File: config.mk
export PLATFORM = sky130hd
export DESIGN_NAME = channel_protect_latch_ctrl
export DESIGN_NICKNAME = d
export VERILOG_FILES = /design/src/shared/chan_prot_pkg.sv /design/src/hw/channel_protect_latch_ctrl.sv
export SDC_FILE = /design/constraint.sdc
export NUM_CORES = 2
export LEC_CHECK = 0
export CAP_MARGIN = 15
export CORE_MARGIN = 2
export CORE_UTILIZATION = 40
export DETAILED_ROUTE_END_ITERATION = 10
export DONT_BUFFER_PORTS = 1
export HOLD_SLACK_MARGIN = 0.08
export RECOVER_POWER = 50
export SYNTH_ARGS = -nofsm -noshare
export SYNTH_HDL_FRONTEND = slang
export SYNTH_SLANG_ARGS = --single-unit
File: constraint.sdc
create_clock -name clk_sys_i -period 21.7 [get_ports clk_sys_i]
set_input_delay 1.085 -clock clk_sys_i [delete_from_list [all_inputs] [get_ports clk_sys_i]]
set_output_delay 1.085 -clock clk_sys_i [all_outputs]
set_load 0.05 [all_outputs]
File: src/shared/chan_prot_pkg.sv
// Package: constants, types and register map of the channel protection block
package chan_prot_pkg;
  // ==========================================================
  // Sizes
  localparam int CH_N   = 8;            // Channels
  localparam int PAIR_N = 4;            // Pairing bits
  localparam int GEN_N  = 2;            // PWM generators
  localparam int ADDR_W = 4;            // Register address width
  localparam int DATA_W = 16;           // Register data width
  localparam int CW     = 22;           // Per-channel timer width
  // ==========================================================
  // Register offsets
  localparam logic [ADDR_W-1:0] A_CMD   = 4'h0;  // Channel on/off commands
  localparam logic [ADDR_W-1:0] A_PAIR  = 4'h1;  // pair_sync_bits
  localparam logic [ADDR_W-1:0] A_CLR   = 4'h2;  // latch_clear_reg, write 1 to clear
  localparam logic [ADDR_W-1:0] A_BIM   = 4'h3;  // inrush_mode_bit per channel
  localparam logic [ADDR_W-1:0] A_ERR   = 4'h4;  // channel_error_flag, read only
  localparam logic [ADDR_W-1:0] A_PWM0  = 4'h5;  // Generator 0 config
  localparam logic [ADDR_W-1:0] A_PWM1  = 4'h6;  // Generator 1 config
  localparam logic [ADDR_W-1:0] A_MAP   = 4'h7;  // [7:0] gen 0 map, [15:8] gen 1 map
  localparam logic [ADDR_W-1:0] A_TRIM  = 4'h8;  // base_freq_trim
  localparam logic [ADDR_W-1:0] A_GATE  = 4'h9;  // Gate enable status, read only
  // ==========================================================
  // Field positions and reset values
  localparam int DUTY_LSB = 0;          // duty_cycle_field position
  localparam int FREQ_LSB = 8;          // period_divider_field position
  localparam int MAP1_LSB = 8;          // Generator 1 map position
  localparam logic [3:0] TRIM_NOM  = 4'h8;   // Nominal trim code, reset value
  localparam logic [3:0] TRIM_RSVD = 4'h0;   // Reserved trim code
  // ==========================================================
  // Timing
  localparam int CLK_HZ          = 100_000_000;  // System clock
  localparam int F_INT_HZ        = 102_400;      // Nominal base frequency
  localparam int F_INT_DIV       = CLK_HZ / F_INT_HZ;  // Cycles per base tick
  localparam int TRIM_STEP       = 35;           // Cycles per trim step
  localparam int BIM_TIMEOUT_MS  = 40;           // inrush_mode_timeout
  localparam int BIM_TIMEOUT_CYC = BIM_TIMEOUT_MS * (CLK_HZ / 1000);
  localparam int INRUSH_US       = 200;          // Inrush restart delay
  localparam int INRUSH_CYC      = INRUSH_US * (CLK_HZ / 1_000_000);
  // ==========================================================
  // PWM period codes
  localparam logic [1:0] FQ_1024 = 2'h0;  // Base / 1024
  localparam logic [1:0] FQ_512  = 2'h1;  // Base / 512
  localparam logic [1:0] FQ_256  = 2'h2;  // Base / 256
  localparam logic [1:0] FQ_FULL = 2'h3;  // Constant on
  // ==========================================================
  // Types
  typedef struct packed {
    logic [1:0] freq;   // period_divider_field
    logic [7:0] duty;   // duty_cycle_field
  } pwm_cfg_s;
  typedef enum logic [1:0] {CH_RUN, CH_LATCHED, CH_RESTART} ch_state_e;
endpackage : chan_prot_pkg

File: src/hw/channel_protect_latch_ctrl.sv
// Channel protection, pairing, inrush restart and PWM generators
//
// The register offsets and the plain strobed port were chosen for this implementation.
`timescale 1ns/1ps
`default_nettype none
module channel_protect_latch_ctrl #(
  parameter int BIM_TIMEOUT_CYC = chan_prot_pkg::BIM_TIMEOUT_CYC,  // Inrush mode timeout
  parameter int INRUSH_CYC      = chan_prot_pkg::INRUSH_CYC        // Restart delay
) (
  input  wire logic                               clk_sys_i,   // System clock
  input  wire logic                               rst_i,       // Async reset
  input  wire logic [chan_prot_pkg::ADDR_W-1:0]   addr_i,      // Register address
  input  wire logic [chan_prot_pkg::DATA_W-1:0]   wdata_i,     // Write data
  input  wire logic                               wr_i,        // Write strobe
  input  wire logic                               rd_i,        // Read strobe
  output var  logic [chan_prot_pkg::DATA_W-1:0]   rdata_o,     // Read data
  input  wire logic [chan_prot_pkg::CH_N-1:0]     ovl_i,       // Overload detect
  input  wire logic [chan_prot_pkg::CH_N-1:0]     otemp_i,     // Over-temperature
  input  wire logic [chan_prot_pkg::CH_N-1:0]     inv_i,       // Inverse current
  output var  logic [chan_prot_pkg::CH_N-1:0]     gate_en_o,   // Power stage enables
  output var  logic [chan_prot_pkg::GEN_N-1:0]    pwm_o        // Generator outputs
);
  import chan_prot_pkg::*;

  localparam logic [CW-1:0] BIM_LAST = CW'(BIM_TIMEOUT_CYC - 1);  // Timeout end
  localparam logic [CW-1:0] RST_LAST = CW'(INRUSH_CYC - 1);       // Restart end

  // ==========================================================
  // Input synchronisers
  logic [3*CH_N-1:0] sy1_r, sy2_r;        // Two-stage sync
  logic [CH_N-1:0]   ovl_s, ot_s, inv_s;  // Synchronised levels
  always_ff @(posedge clk_sys_i or posedge rst_i) begin
    if (rst_i) begin
      sy1_r <= '0;
      sy2_r <= '0;
    end else begin
      sy1_r <= {inv_i, otemp_i, ovl_i};
      sy2_r <= sy1_r;
    end
  end
  assign {inv_s, ot_s, ovl_s} = sy2_r;

  // ==========================================================
  // Register file
  logic [CH_N-1:0]   cmd_r, cmd_nxt;     // Channel commands
  logic [PAIR_N-1:0] pair_r, pair_nxt;   // pair_sync_bits
  logic [CH_N-1:0]   bim_r, bim_nxt;     // inrush_mode_bit
  logic [CH_N-1:0]   err_r, err_nxt;     // channel_error_flag
  pwm_cfg_s          cfg_r [GEN_N];      // Written PWM configs
  pwm_cfg_s          cfg_nxt [GEN_N];
  logic [2*CH_N-1:0] map_r, map_nxt;     // Generator maps
  logic [3:0]        trim_r, trim_nxt;   // base_freq_trim
  logic [DATA_W-1:0] rdata_nxt;          // Read mux
  logic [CH_N-1:0]   clr_w;              // Latch clear pulses
  logic [CH_N-1:0]   bim_clr, err_set;   // From channel logic
  logic [CH_N-1:0]   gate_r;             // Gate enables

  // Decode writes and compute read data
  always_comb begin
    cmd_nxt  = cmd_r;
    pair_nxt = pair_r;
    map_nxt  = map_r;
    trim_nxt = trim_r;
    cfg_nxt  = cfg_r;
    clr_w    = '0;
    bim_nxt  = bim_r & ~bim_clr;
    if (wr_i) begin
      unique case (addr_i)
        A_CMD:   cmd_nxt  = wdata_i[CH_N-1:0];
        A_PAIR:  pair_nxt = wdata_i[PAIR_N-1:0];
        A_CLR:   clr_w    = wdata_i[CH_N-1:0];
        A_BIM:   bim_nxt  = wdata_i[CH_N-1:0];
        A_PWM0:  cfg_nxt[0] = wdata_i[FREQ_LSB+1:DUTY_LSB];
        A_PWM1:  cfg_nxt[1] = wdata_i[FREQ_LSB+1:DUTY_LSB];
        A_MAP:   map_nxt  = wdata_i;
        A_TRIM:  trim_nxt = wdata_i[3:0];
        default: ;                                // Unmapped or read only
      endcase
    end
    // Hardware set wins over the clear
    err_nxt   = (err_r & ~clr_w) | err_set;
    rdata_nxt = '0;
    if (rd_i) begin
      unique case (addr_i)
        A_CMD:   rdata_nxt = DATA_W'(cmd_r);
        A_PAIR:  rdata_nxt = DATA_W'(pair_r);
        A_BIM:   rdata_nxt = DATA_W'(bim_r);
        A_ERR:   rdata_nxt = DATA_W'(err_r);
        A_PWM0:  rdata_nxt = DATA_W'(cfg_r[0]);
        A_PWM1:  rdata_nxt = DATA_W'(cfg_r[1]);
        A_MAP:   rdata_nxt = map_r;
        A_TRIM:  rdata_nxt = DATA_W'(trim_r);
        A_GATE:  rdata_nxt = DATA_W'(gate_r);
        default: rdata_nxt = '0;                  // Clear reg and unmapped
      endcase
    end
  end

  // Register the register file
  always_ff @(posedge clk_sys_i or posedge rst_i) begin
    if (rst_i) begin
      cmd_r   <= '0;
      pair_r  <= '0;
      bim_r   <= '0;
      err_r   <= '0;
      cfg_r   <= '{default: '0};
      map_r   <= '0;
      trim_r  <= TRIM_NOM;
      rdata_o <= '0;
    end else begin
      cmd_r   <= cmd_nxt;
      pair_r  <= pair_nxt;
      bim_r   <= bim_nxt;
      err_r   <= err_nxt;
      cfg_r   <= cfg_nxt;
      map_r   <= map_nxt;
      trim_r  <= trim_nxt;
      rdata_o <= rdata_nxt;
    end
  end

  // ==========================================================
  // Base frequency divider with trim
  logic [11:0] div_r, div_nxt;   // Divider count
  logic [11:0] div_last;         // Trimmed terminal count
  logic        tick_r, tick_nxt; // Base frequency enable
  always_comb begin
    if (trim_r == TRIM_RSVD) begin  // Reserved code runs nominal
      div_last = 12'(F_INT_DIV - 1);
    end else begin  // Higher code shortens the period
      div_last = 12'(F_INT_DIV - 1 - (int'(trim_r) - int'(TRIM_NOM)) * TRIM_STEP);
    end
    tick_nxt = (div_r >= div_last);
    div_nxt  = tick_nxt ? '0 : div_r + 12'h001;
  end

  always_ff @(posedge clk_sys_i or posedge rst_i) begin
    if (rst_i) begin
      div_r  <= '0;
      tick_r <= 1'b0;
    end else begin
      div_r  <= div_nxt;
      tick_r <= tick_nxt;
    end
  end

  // ==========================================================
  // PWM generators
  logic [GEN_N-1:0] pwm_r;  // Generator levels
  genvar gi;
  for (gi = 0; gi < GEN_N; gi++) begin : g_pwm
    logic [9:0] cnt_r, cnt_nxt;   // Period counter
    pwm_cfg_s   act_r, act_nxt;   // Config in force this period
    logic       out_nxt;          // Next level
    logic [9:0] last;             // Period end
    logic [7:0] pos;              // Scaled position
    logic       wrap;             // Period boundary
    always_comb begin
      unique case (act_r.freq)
        FQ_1024: begin
          last = 10'h3FF;
          pos  = cnt_r[9:2];
        end
        FQ_512: begin
          last = 10'h1FF;
          pos  = cnt_r[8:1];
        end
        default: begin
          last = 10'h0FF;
          pos  = cnt_r[7:0];
        end
      endcase
      wrap    = tick_r && (cnt_r >= last);
      cnt_nxt = tick_r ? (wrap ? '0 : cnt_r + 10'h001) : cnt_r;
      act_nxt = wrap ? cfg_r[gi] : act_r;
      out_nxt = (act_r.freq == FQ_FULL) || (pos < act_r.duty);
    end
    always_ff @(posedge clk_sys_i or posedge rst_i) begin
      if (rst_i) begin
        cnt_r     <= '0;
        act_r     <= '0;
        pwm_r[gi] <= 1'b0;
      end else begin
        cnt_r     <= cnt_nxt;
        act_r     <= act_nxt;
        pwm_r[gi] <= out_nxt;
      end
    end
    duty_hold_a : assert property (@(posedge clk_sys_i) disable iff (rst_i)
      !wrap |=> $stable(act_r)) else $error("duty changed inside a period");
    full_on_a : assert property (@(posedge clk_sys_i) disable iff (rst_i)
      act_r.freq == FQ_FULL |=> pwm_r[gi]) else $error("code 3 not constant on");
    pwm_wrap_c : cover property (@(posedge clk_sys_i) disable iff (rst_i) wrap);
  end
  assign pwm_o = pwm_r;

  // ==========================================================
  // Per-channel protection
  logic [CH_N-1:0] req;    // Commanded on level
  logic [CH_N-1:0] fault;  // Own fault while on
  genvar ci;
  for (ci = 0; ci < CH_N; ci++) begin : g_ch
    localparam int P = ci ^ 2;                  // Partner channel
    localparam int B = (ci / 4) * 2 + (ci % 2); // Pairing bit
    ch_state_e       st_r, st_nxt;            // Latch state
    logic [CW-1:0]   rcnt_r, rcnt_nxt;        // Restart counter
    logic [CW-1:0]   tcnt_r, tcnt_nxt;        // Inrush timer
    logic            req_q_r;                 // Previous request
    logic            trig;                    // Shutdown trigger
    // PWM mapping gates the command
    assign req[ci]   = cmd_r[ci] & (~map_r[ci] | pwm_r[0])
                     & (~map_r[MAP1_LSB+ci] | pwm_r[1]);
    assign fault[ci] = gate_r[ci] & ~inv_s[ci] & (ovl_s[ci] | ot_s[ci]);
    always_comb begin
      trig = fault[ci] | (pair_r[B] & fault[P] & gate_r[ci] & ~inv_s[ci]);
      st_nxt   = st_r;
      rcnt_nxt = rcnt_r;
      unique case (st_r)
        CH_RUN: begin
          if (trig) begin
            st_nxt   = bim_r[ci] ? CH_RESTART : CH_LATCHED;
            rcnt_nxt = '0;
          end
        end
        CH_LATCHED: begin  // Held until host clears
          if (clr_w[ci]) st_nxt = CH_RUN;
        end
        CH_RESTART: begin  // Counting the restart delay
          rcnt_nxt = rcnt_r + CW'(1);
          if (rcnt_r >= RST_LAST) st_nxt = CH_RUN;
        end
      endcase
      // Inverse current on a hot channel still flags it
      err_set[ci] = trig | (inv_s[ci] & gate_r[ci] & ot_s[ci]);
      // Timer restarts on switch-on and runs while mode is set
      if (req[ci] && !req_q_r) tcnt_nxt = '0;
      else if (bim_r[ci] && tcnt_r < BIM_LAST) tcnt_nxt = tcnt_r + CW'(1);
      else tcnt_nxt = tcnt_r;
      bim_clr[ci] = (req_q_r && !req[ci])
                  || (bim_r[ci] && tcnt_r >= BIM_LAST);
    end
    always_ff @(posedge clk_sys_i or posedge rst_i) begin
      if (rst_i) begin
        st_r       <= CH_RUN;
        rcnt_r     <= '0;
        tcnt_r     <= '0;
        req_q_r    <= 1'b0;
        gate_r[ci] <= 1'b0;
      end else begin
        st_r       <= st_nxt;
        rcnt_r     <= rcnt_nxt;
        tcnt_r     <= tcnt_nxt;
        req_q_r    <= req[ci];
        gate_r[ci] <= req[ci] && (st_nxt == CH_RUN);
      end
    end
    pair_trip_a : assert property (@(posedge clk_sys_i) disable iff (rst_i)
      pair_r[B] && fault[P] && gate_r[ci] && !inv_s[ci] |=> !gate_r[ci])
      else $error("partner fault did not switch channel off");
    unpaired_a : assert property (@(posedge clk_sys_i) disable iff (rst_i)
      !pair_r[B] && !fault[ci] && st_r == CH_RUN |=> st_r == CH_RUN)
      else $error("unpaired channel tripped");
    latch_hold_a : assert property (@(posedge clk_sys_i) disable iff (rst_i)
      st_r == CH_LATCHED && !clr_w[ci] |=> st_r == CH_LATCHED && !gate_r[ci])
      else $error("latch released without clear");
    auto_restart_a : assert property (@(posedge clk_sys_i) disable iff (rst_i)
      st_r == CH_RESTART && rcnt_r >= RST_LAST |=> st_r == CH_RUN)
      else $error("inrush restart missed");
    timer_start_a : assert property (@(posedge clk_sys_i) disable iff (rst_i)
      req[ci] && !req_q_r |=> tcnt_r == '0) else $error("inrush timer not restarted");
    off_clears_a : assert property (@(posedge clk_sys_i) disable iff (rst_i)
      req_q_r && !req[ci] && !(wr_i && addr_i == A_BIM) |=> !bim_r[ci])
      else $error("switch-off kept inrush mode");
    no_latch_a : assert property (@(posedge clk_sys_i) disable iff (rst_i)
      st_r == CH_RUN && trig && bim_r[ci] |=> st_r == CH_RESTART && err_r[ci])
      else $error("inrush mode latched channel");
    bim_expire_a : assert property (@(posedge clk_sys_i) disable iff (rst_i)
      bim_r[ci] && tcnt_r >= BIM_LAST && !(wr_i && addr_i == A_BIM) |=> !bim_r[ci])
      else $error("inrush mode not timed out");
    inv_keep_a : assert property (@(posedge clk_sys_i) disable iff (rst_i)
      inv_s[ci] && st_r == CH_RUN && req[ci] |=> gate_r[ci])
      else $error("inverse current switched channel");
    latched_c : cover property (@(posedge clk_sys_i) disable iff (rst_i)
      st_r == CH_LATCHED ##1 st_r == CH_RUN);
    restart_c : cover property (@(posedge clk_sys_i) disable iff (rst_i)
      st_r == CH_RESTART ##1 st_r == CH_RUN);
    pair_c : cover property (@(posedge clk_sys_i) disable iff (rst_i)
      pair_r[B] && fault[P] && !fault[ci] && gate_r[ci]);
  end
  assign gate_en_o = gate_r;

endmodule : channel_protect_latch_ctrl
`default_nettype wire

Yosys cells after proc, flatten, opt, wreduce, memory -nomap -nowiden --
Cells that the tools add are included.
Storage, ports and cells: bits in registers 571, word-level logic and storage cells 496
Operators by class: bitwise gates (word level) 141, $add $sub $neg 21, magnitude comparators 29, multiplexer cells 86, multipliers 1, reductions and logical operators 118, eq/ne operators 37
Operators with widths (count):
- $mux W22 | 24
- $add A22 B1 Y22 const B | 16
- $pmux W22 S2 | 8
- $ge A22 B15 Y1 const B | 8
- $ge A22 B22 Y1 const B | 8
- $lt A22 B22 Y1 const B | 8
- $pmux W16 S9 | 1
- $and A1 B1 Y1 | 72
- $mux W2 | 32
- $pmux W2 S3 | 8
- $logic_and A1 B1 Y1 | 42
- $or A1 B1 Y1 | 40
- $pmux W10 S2 | 2
- $logic_not A2 Y1 | 18
- $mux W8 | 4
- $pmux W8 S2 | 2
- $reduce_bool A2 Y1 | 16
- $reduce_and A2 Y1 | 14
- $mux W12 | 2
- $not A1 Y1 | 24
- $add A10 B1 Y10 const B | 2
- $eq A2 B1 Y1 const B | 10
- $eq A2 B2 Y1 const B | 10
- $ge A10 B10 Y1 | 2
- 19 further kinds | 60

Depth between registers and ports, before layout --
depth in word-level cells 11, mapped depth 19

Worst setup path after synthesis --
Ideal clock, no wire load.
path kind register -> register, from register trim_r[2], to register div_r[10], cell stages (with the launch flop) 16, data arrival time 3.912 ns, buffers on the path 1, data required time 21.568 ns, period minus slack after synthesis 4.044 ns, setup slack 17.656 ns, setup time 0.132 ns, cell sequence dfrtp_1 ha_1 inv_1 fa_1 ha_1 fa_1 a21o_1 a21oi_1 o21bai_1 or3b_2 ha_1 o2111ai_1 o21a_1 a31oi_1 clkbuf_1 nor2_1
On the way: longest elaborated chain between the ends 6, elaborated cells on any way between the ends 7
Ends and longest elaborated chain:
- start, declared | line channel_protect_latch_ctrl.sv:52 | logic [3:0] trim_r, trim_nxt;
- start signal, assigned | line channel_protect_latch_ctrl.sv:117 | trim_r <= trim_nxt;
- $sub A4 B4 Y5 | line channel_protect_latch_ctrl.sv:131 | div_last = 12'(F_INT_DIV - 1 - (int'(trim_r) - int'(TRIM_NOM)) * TRIM_STEP);
- $mul A5 B7 Y12 | line channel_protect_latch_ctrl.sv:131
- $sub A11 B12 Y12 | line channel_protect_latch_ctrl.sv:131
- $mux W12 * | line channel_protect_latch_ctrl.sv:128 | if (trim_r == TRIM_RSVD) begin
- $ge A12 B12 Y1 * | line channel_protect_latch_ctrl.sv:133 | tick_nxt = (div_r >= div_last);
- named net tick_nxt | line channel_protect_latch_ctrl.sv:126 | logic tick_r, tick_nxt;
- $mux W12 * | line channel_protect_latch_ctrl.sv:134 | div_nxt = tick_nxt ? '0 : div_r + 12'h001;
- named net div_nxt[10] | line channel_protect_latch_ctrl.sv:124 | logic [11:0] div_r, div_nxt;
- end signal, assigned | line channel_protect_latch_ctrl.sv:142 | div_r <= div_nxt;
- end, declared | line channel_protect_latch_ctrl.sv:124
The timed path passes the listed nets; every way through them passes the cells marked *. A chain may end at the register's enable or synchronous reset.

==> impl_metrics.json <==
{
  "status": "complete, but fails checks",
  "failed_checks": "max-capacitance violations, max-slew violations",
  "overflow": 0,
  "start_kind": "primary input",
  "worst_pin_slew_ns": 5.63,
  "area_delta_synth_final_pct": 10.6,
  "p_leak_nw": 14.3,
  "nNetsFinal": 3455,
  "setup_viol": 0,
  "fp.dieW_um": 284,
  "skew_ns": 0.0149,
  "core_um2": 77500,
  "max-clock-path-buffers": 3,
  "cp-end-kind": "async pin",
  "place_congestion": 0.808,
  "synthArstFlopShare_pct": 100,
  "fillers": 7392,
  "hold_slack_ns": 0.350,
  "crit_chain": "clkinvlp_2 -> clkbuf_1 -> buf_4",
  "max_freq_mhz": 133,
  "grt_pass1_wl_um": 128000,
  "synth.distinct_cells": 86,
  "wirelength_um": 76800,
  "worstPathRequired_ns": 22.33,
  "p_int_mw": 2.11,
  "cpMaxStageDelayCell": "clkinvlp_2",
  "stdcell_area_um2": 34600,
  "pwr-share-clk_pct": 39.2,
  "placed_cell_area_um2": 32300,
  "max_stage_delay_ns": 2.96,
  "fin_crit_ns": 7.53,
  "grt_max_degree": 122,
  "route.detailed.drc": 0,
  "critPathTopFamily": "buffers and inverters",
  "hold_path.class": "flop to flop",
  "antenna_found_initial": 7,
  "seq_power_share_pct": 42.8,
  "syn_nets": 3488,
  "ys_warn_count": 0,
  "cp_num_buf_inv": 3,
  "drt_pre_antenna_iters": 6,
  "cts-buffers-inserted": 67,
  "wl_per_cell_um": 17.4,
  "final_common_cell": "dfrtp_1",
  "vias": 25300,
  "maxSlewHeadroom_pct": -275,
  "critPathArrivalTime_ns": 8.16,
  "swShare_pct": 29.9,
  "mostFrequentLayoutCells": "dfrtp_1 (570), nand2_1 (336), a21oi_1 (224)",
  "finalPower_mw": 3.01,
  "synth_enable_flop_cells": 0,
  "cts_setup_buffers": 0,
  "start_util_pct": 40.4,
  "postCtsResizedCells": 0,
  "synth_seq_cells": 571,
  "switching_power_uw": 902,
  "post-dp-hpwl_um": 53400,
  "synth-main-ff-cell": "dfrtp_1",
  "clkSinkCount": 571,
  "place_inst": 4273,
  "avgSynthCellArea_um2": 9.35,
  "rows": 102,
  "clk_latency_ns": 0.60,
  "cts-root-buf": "clkbuf_16",
  "ant_nets": 0,
  "drive_gt1_share_pct": 8.18,
  "io_pins": 74,
  "cap_viol_max_count": 7,
  "fin_cells": 4404,
  "peakVddDrop_mv": 0.0564,
  "final_core_util_pct": 44.6,
  "htree_levels": 3,
  "tns_ns": 0,
  "critPathKind": "primary input to async pin",
  "power_density_nw_per_um2": 87.1,
  "first_iter_violations": 2046,
  "hold_violations": 0,
  "timing.final.ws_setup_ns": 14.17,
  "io_buffers": 0,
  "cts_tree": "yes",
  "final_max_slew_viol_count": 470,
  "fp.dieH_um": 284,
  "clk_pin_slew_ns": 0.06,
  "path_max_fanout": 121,
  "syn_area_um2": 31300,
  "p_comb_share_pct": 18.0,
  "period_share_pct": 34.7,
  "viasPerCell": 5.74,
  "dieArea_um2": 80400,
  "pre_cts_ws_ns": 17.07,
  "synth_seq_area_share_pct": 45.7,
  "hold_buffers": 0,
  "grt_pass1_vias": 23800,
  "rsz0062_at_grt": "no",
  "netlist_instances": 3343,
  "track_usage_pct": 19.1
}
[power groups by stage]
stage               registers (mW)  logic (mW)  clock network [mW]
floorplan                     1.26       0.431                   0
global placement              1.30       0.534                   0
detailed placement            1.30       0.545                   0
CTS                           1.29       0.547                1.22
global route                  1.30       0.628                1.26
finish                        1.29       0.542                1.18
[Yosys cell counts, drive strengths merged (64+ instances only)]
library cell  count  share of area (%)
dfrtp           570                 46
nand2           336                4.0
a21oi           224                3.6
o21ai           212                3.4
nor2            172                2.1
nand3           168                2.7
inv             139                1.7
clkbuf          108                1.3
or3             104                2.1
nand4           103                2.1
or4              95                2.3
ha               94                3.8
o31ai            91                2.2
and3             64                1.3
[path summary, 6_finish.rpt]
kind | startpoint | end | slack, ns | cells past startpoint
worst min-delay path | sy1_r[23] | sy2_r[23] | 0.35 | 0
worst min register to register | sy1_r[23] | sy2_r[23] | 0.35 | 0
worst max-delay path | rst_i | sy2_r[13] | 14.17 | 3
max in group clk_sys_i | trim_r[2] | div_r[2] | 17.08 | 14
worst max register to register | trim_r[2] | div_r[2] | 17.08 | 14
min in group asynchronous | rst_i | g_ch[1].tcnt_r[12] | 2.06 | 1
[area by class of cell]
| class | count | area, um2 | share of cell area, % |
|---|---|---|---|
| flip-flops and latches | 571 | 14300 | 41.3 |
| well taps | 1040 | 1300 | 3.76 |
| inverters | 139 | 523 | 1.51 |
| repair buffers | 33 | 216 | 0.626 |
| diodes | 3 | 7.51 | 0.0217 |
| clock buffers | 95 | 2020 | 5.83 |
| multi-input cells | 2498 | 15900 | 46.0 |
| clock inverters | 25 | 310 | 0.897 |
[registers in the layout, summed over array words and instances, names as in the netlist]
| register | flops |
|---|---|
| bim_r | 8 |
| cfg_r | 20 |
| cmd_r | 8 |
| div_r | 12 |
| err_r | 8 |
| g_ch.rcnt_r | 176 |
| g_ch.req_q_r | 8 |
| g_ch.st_r | 16 |
| g_ch.tcnt_r | 176 |
| g_pwm.act_r | 20 |
| g_pwm.cnt_r | 20 |
| gate_en_o | 8 |
| map_r | 16 |
| pair_r | 4 |
| pwm_o | 2 |
| rdata_o | 16 |
| sy1_r | 24 |
| sy2_r | 24 |
| tick_r | 1 |
| trim_r | 4 |
[kinds of logic (layout without fill, tap and decap cells)]
logic type	Yosys count	count (layout)	share of synthesized area [%]
compound gates	813	813	16.8
xor+xnor	81	81	2.27
fa+ha+maj	97	97	3.95
buf+inv	274	292	3.38
flops	571	571	45.7
mux	110	110	3.77
other cells	0	3	0
simple gates	1397	1397	24.1
[metal layers]
| metal | GRT usage, % | share of wire [%] | vias to the layer above |
|---|---|---|---|
| li1 | - | - | 12400 |
| met4 | 6.31 | 2.4 | 4 |
| met5 | 0 | 0.030 | - |
| met2 | 28.7 | 44 | 458 |
| met1 | 27.3 | 48 | 12300 |
| met3 | 4.23 | 6.2 | 101 |
(Power assumes the default switching activity.)
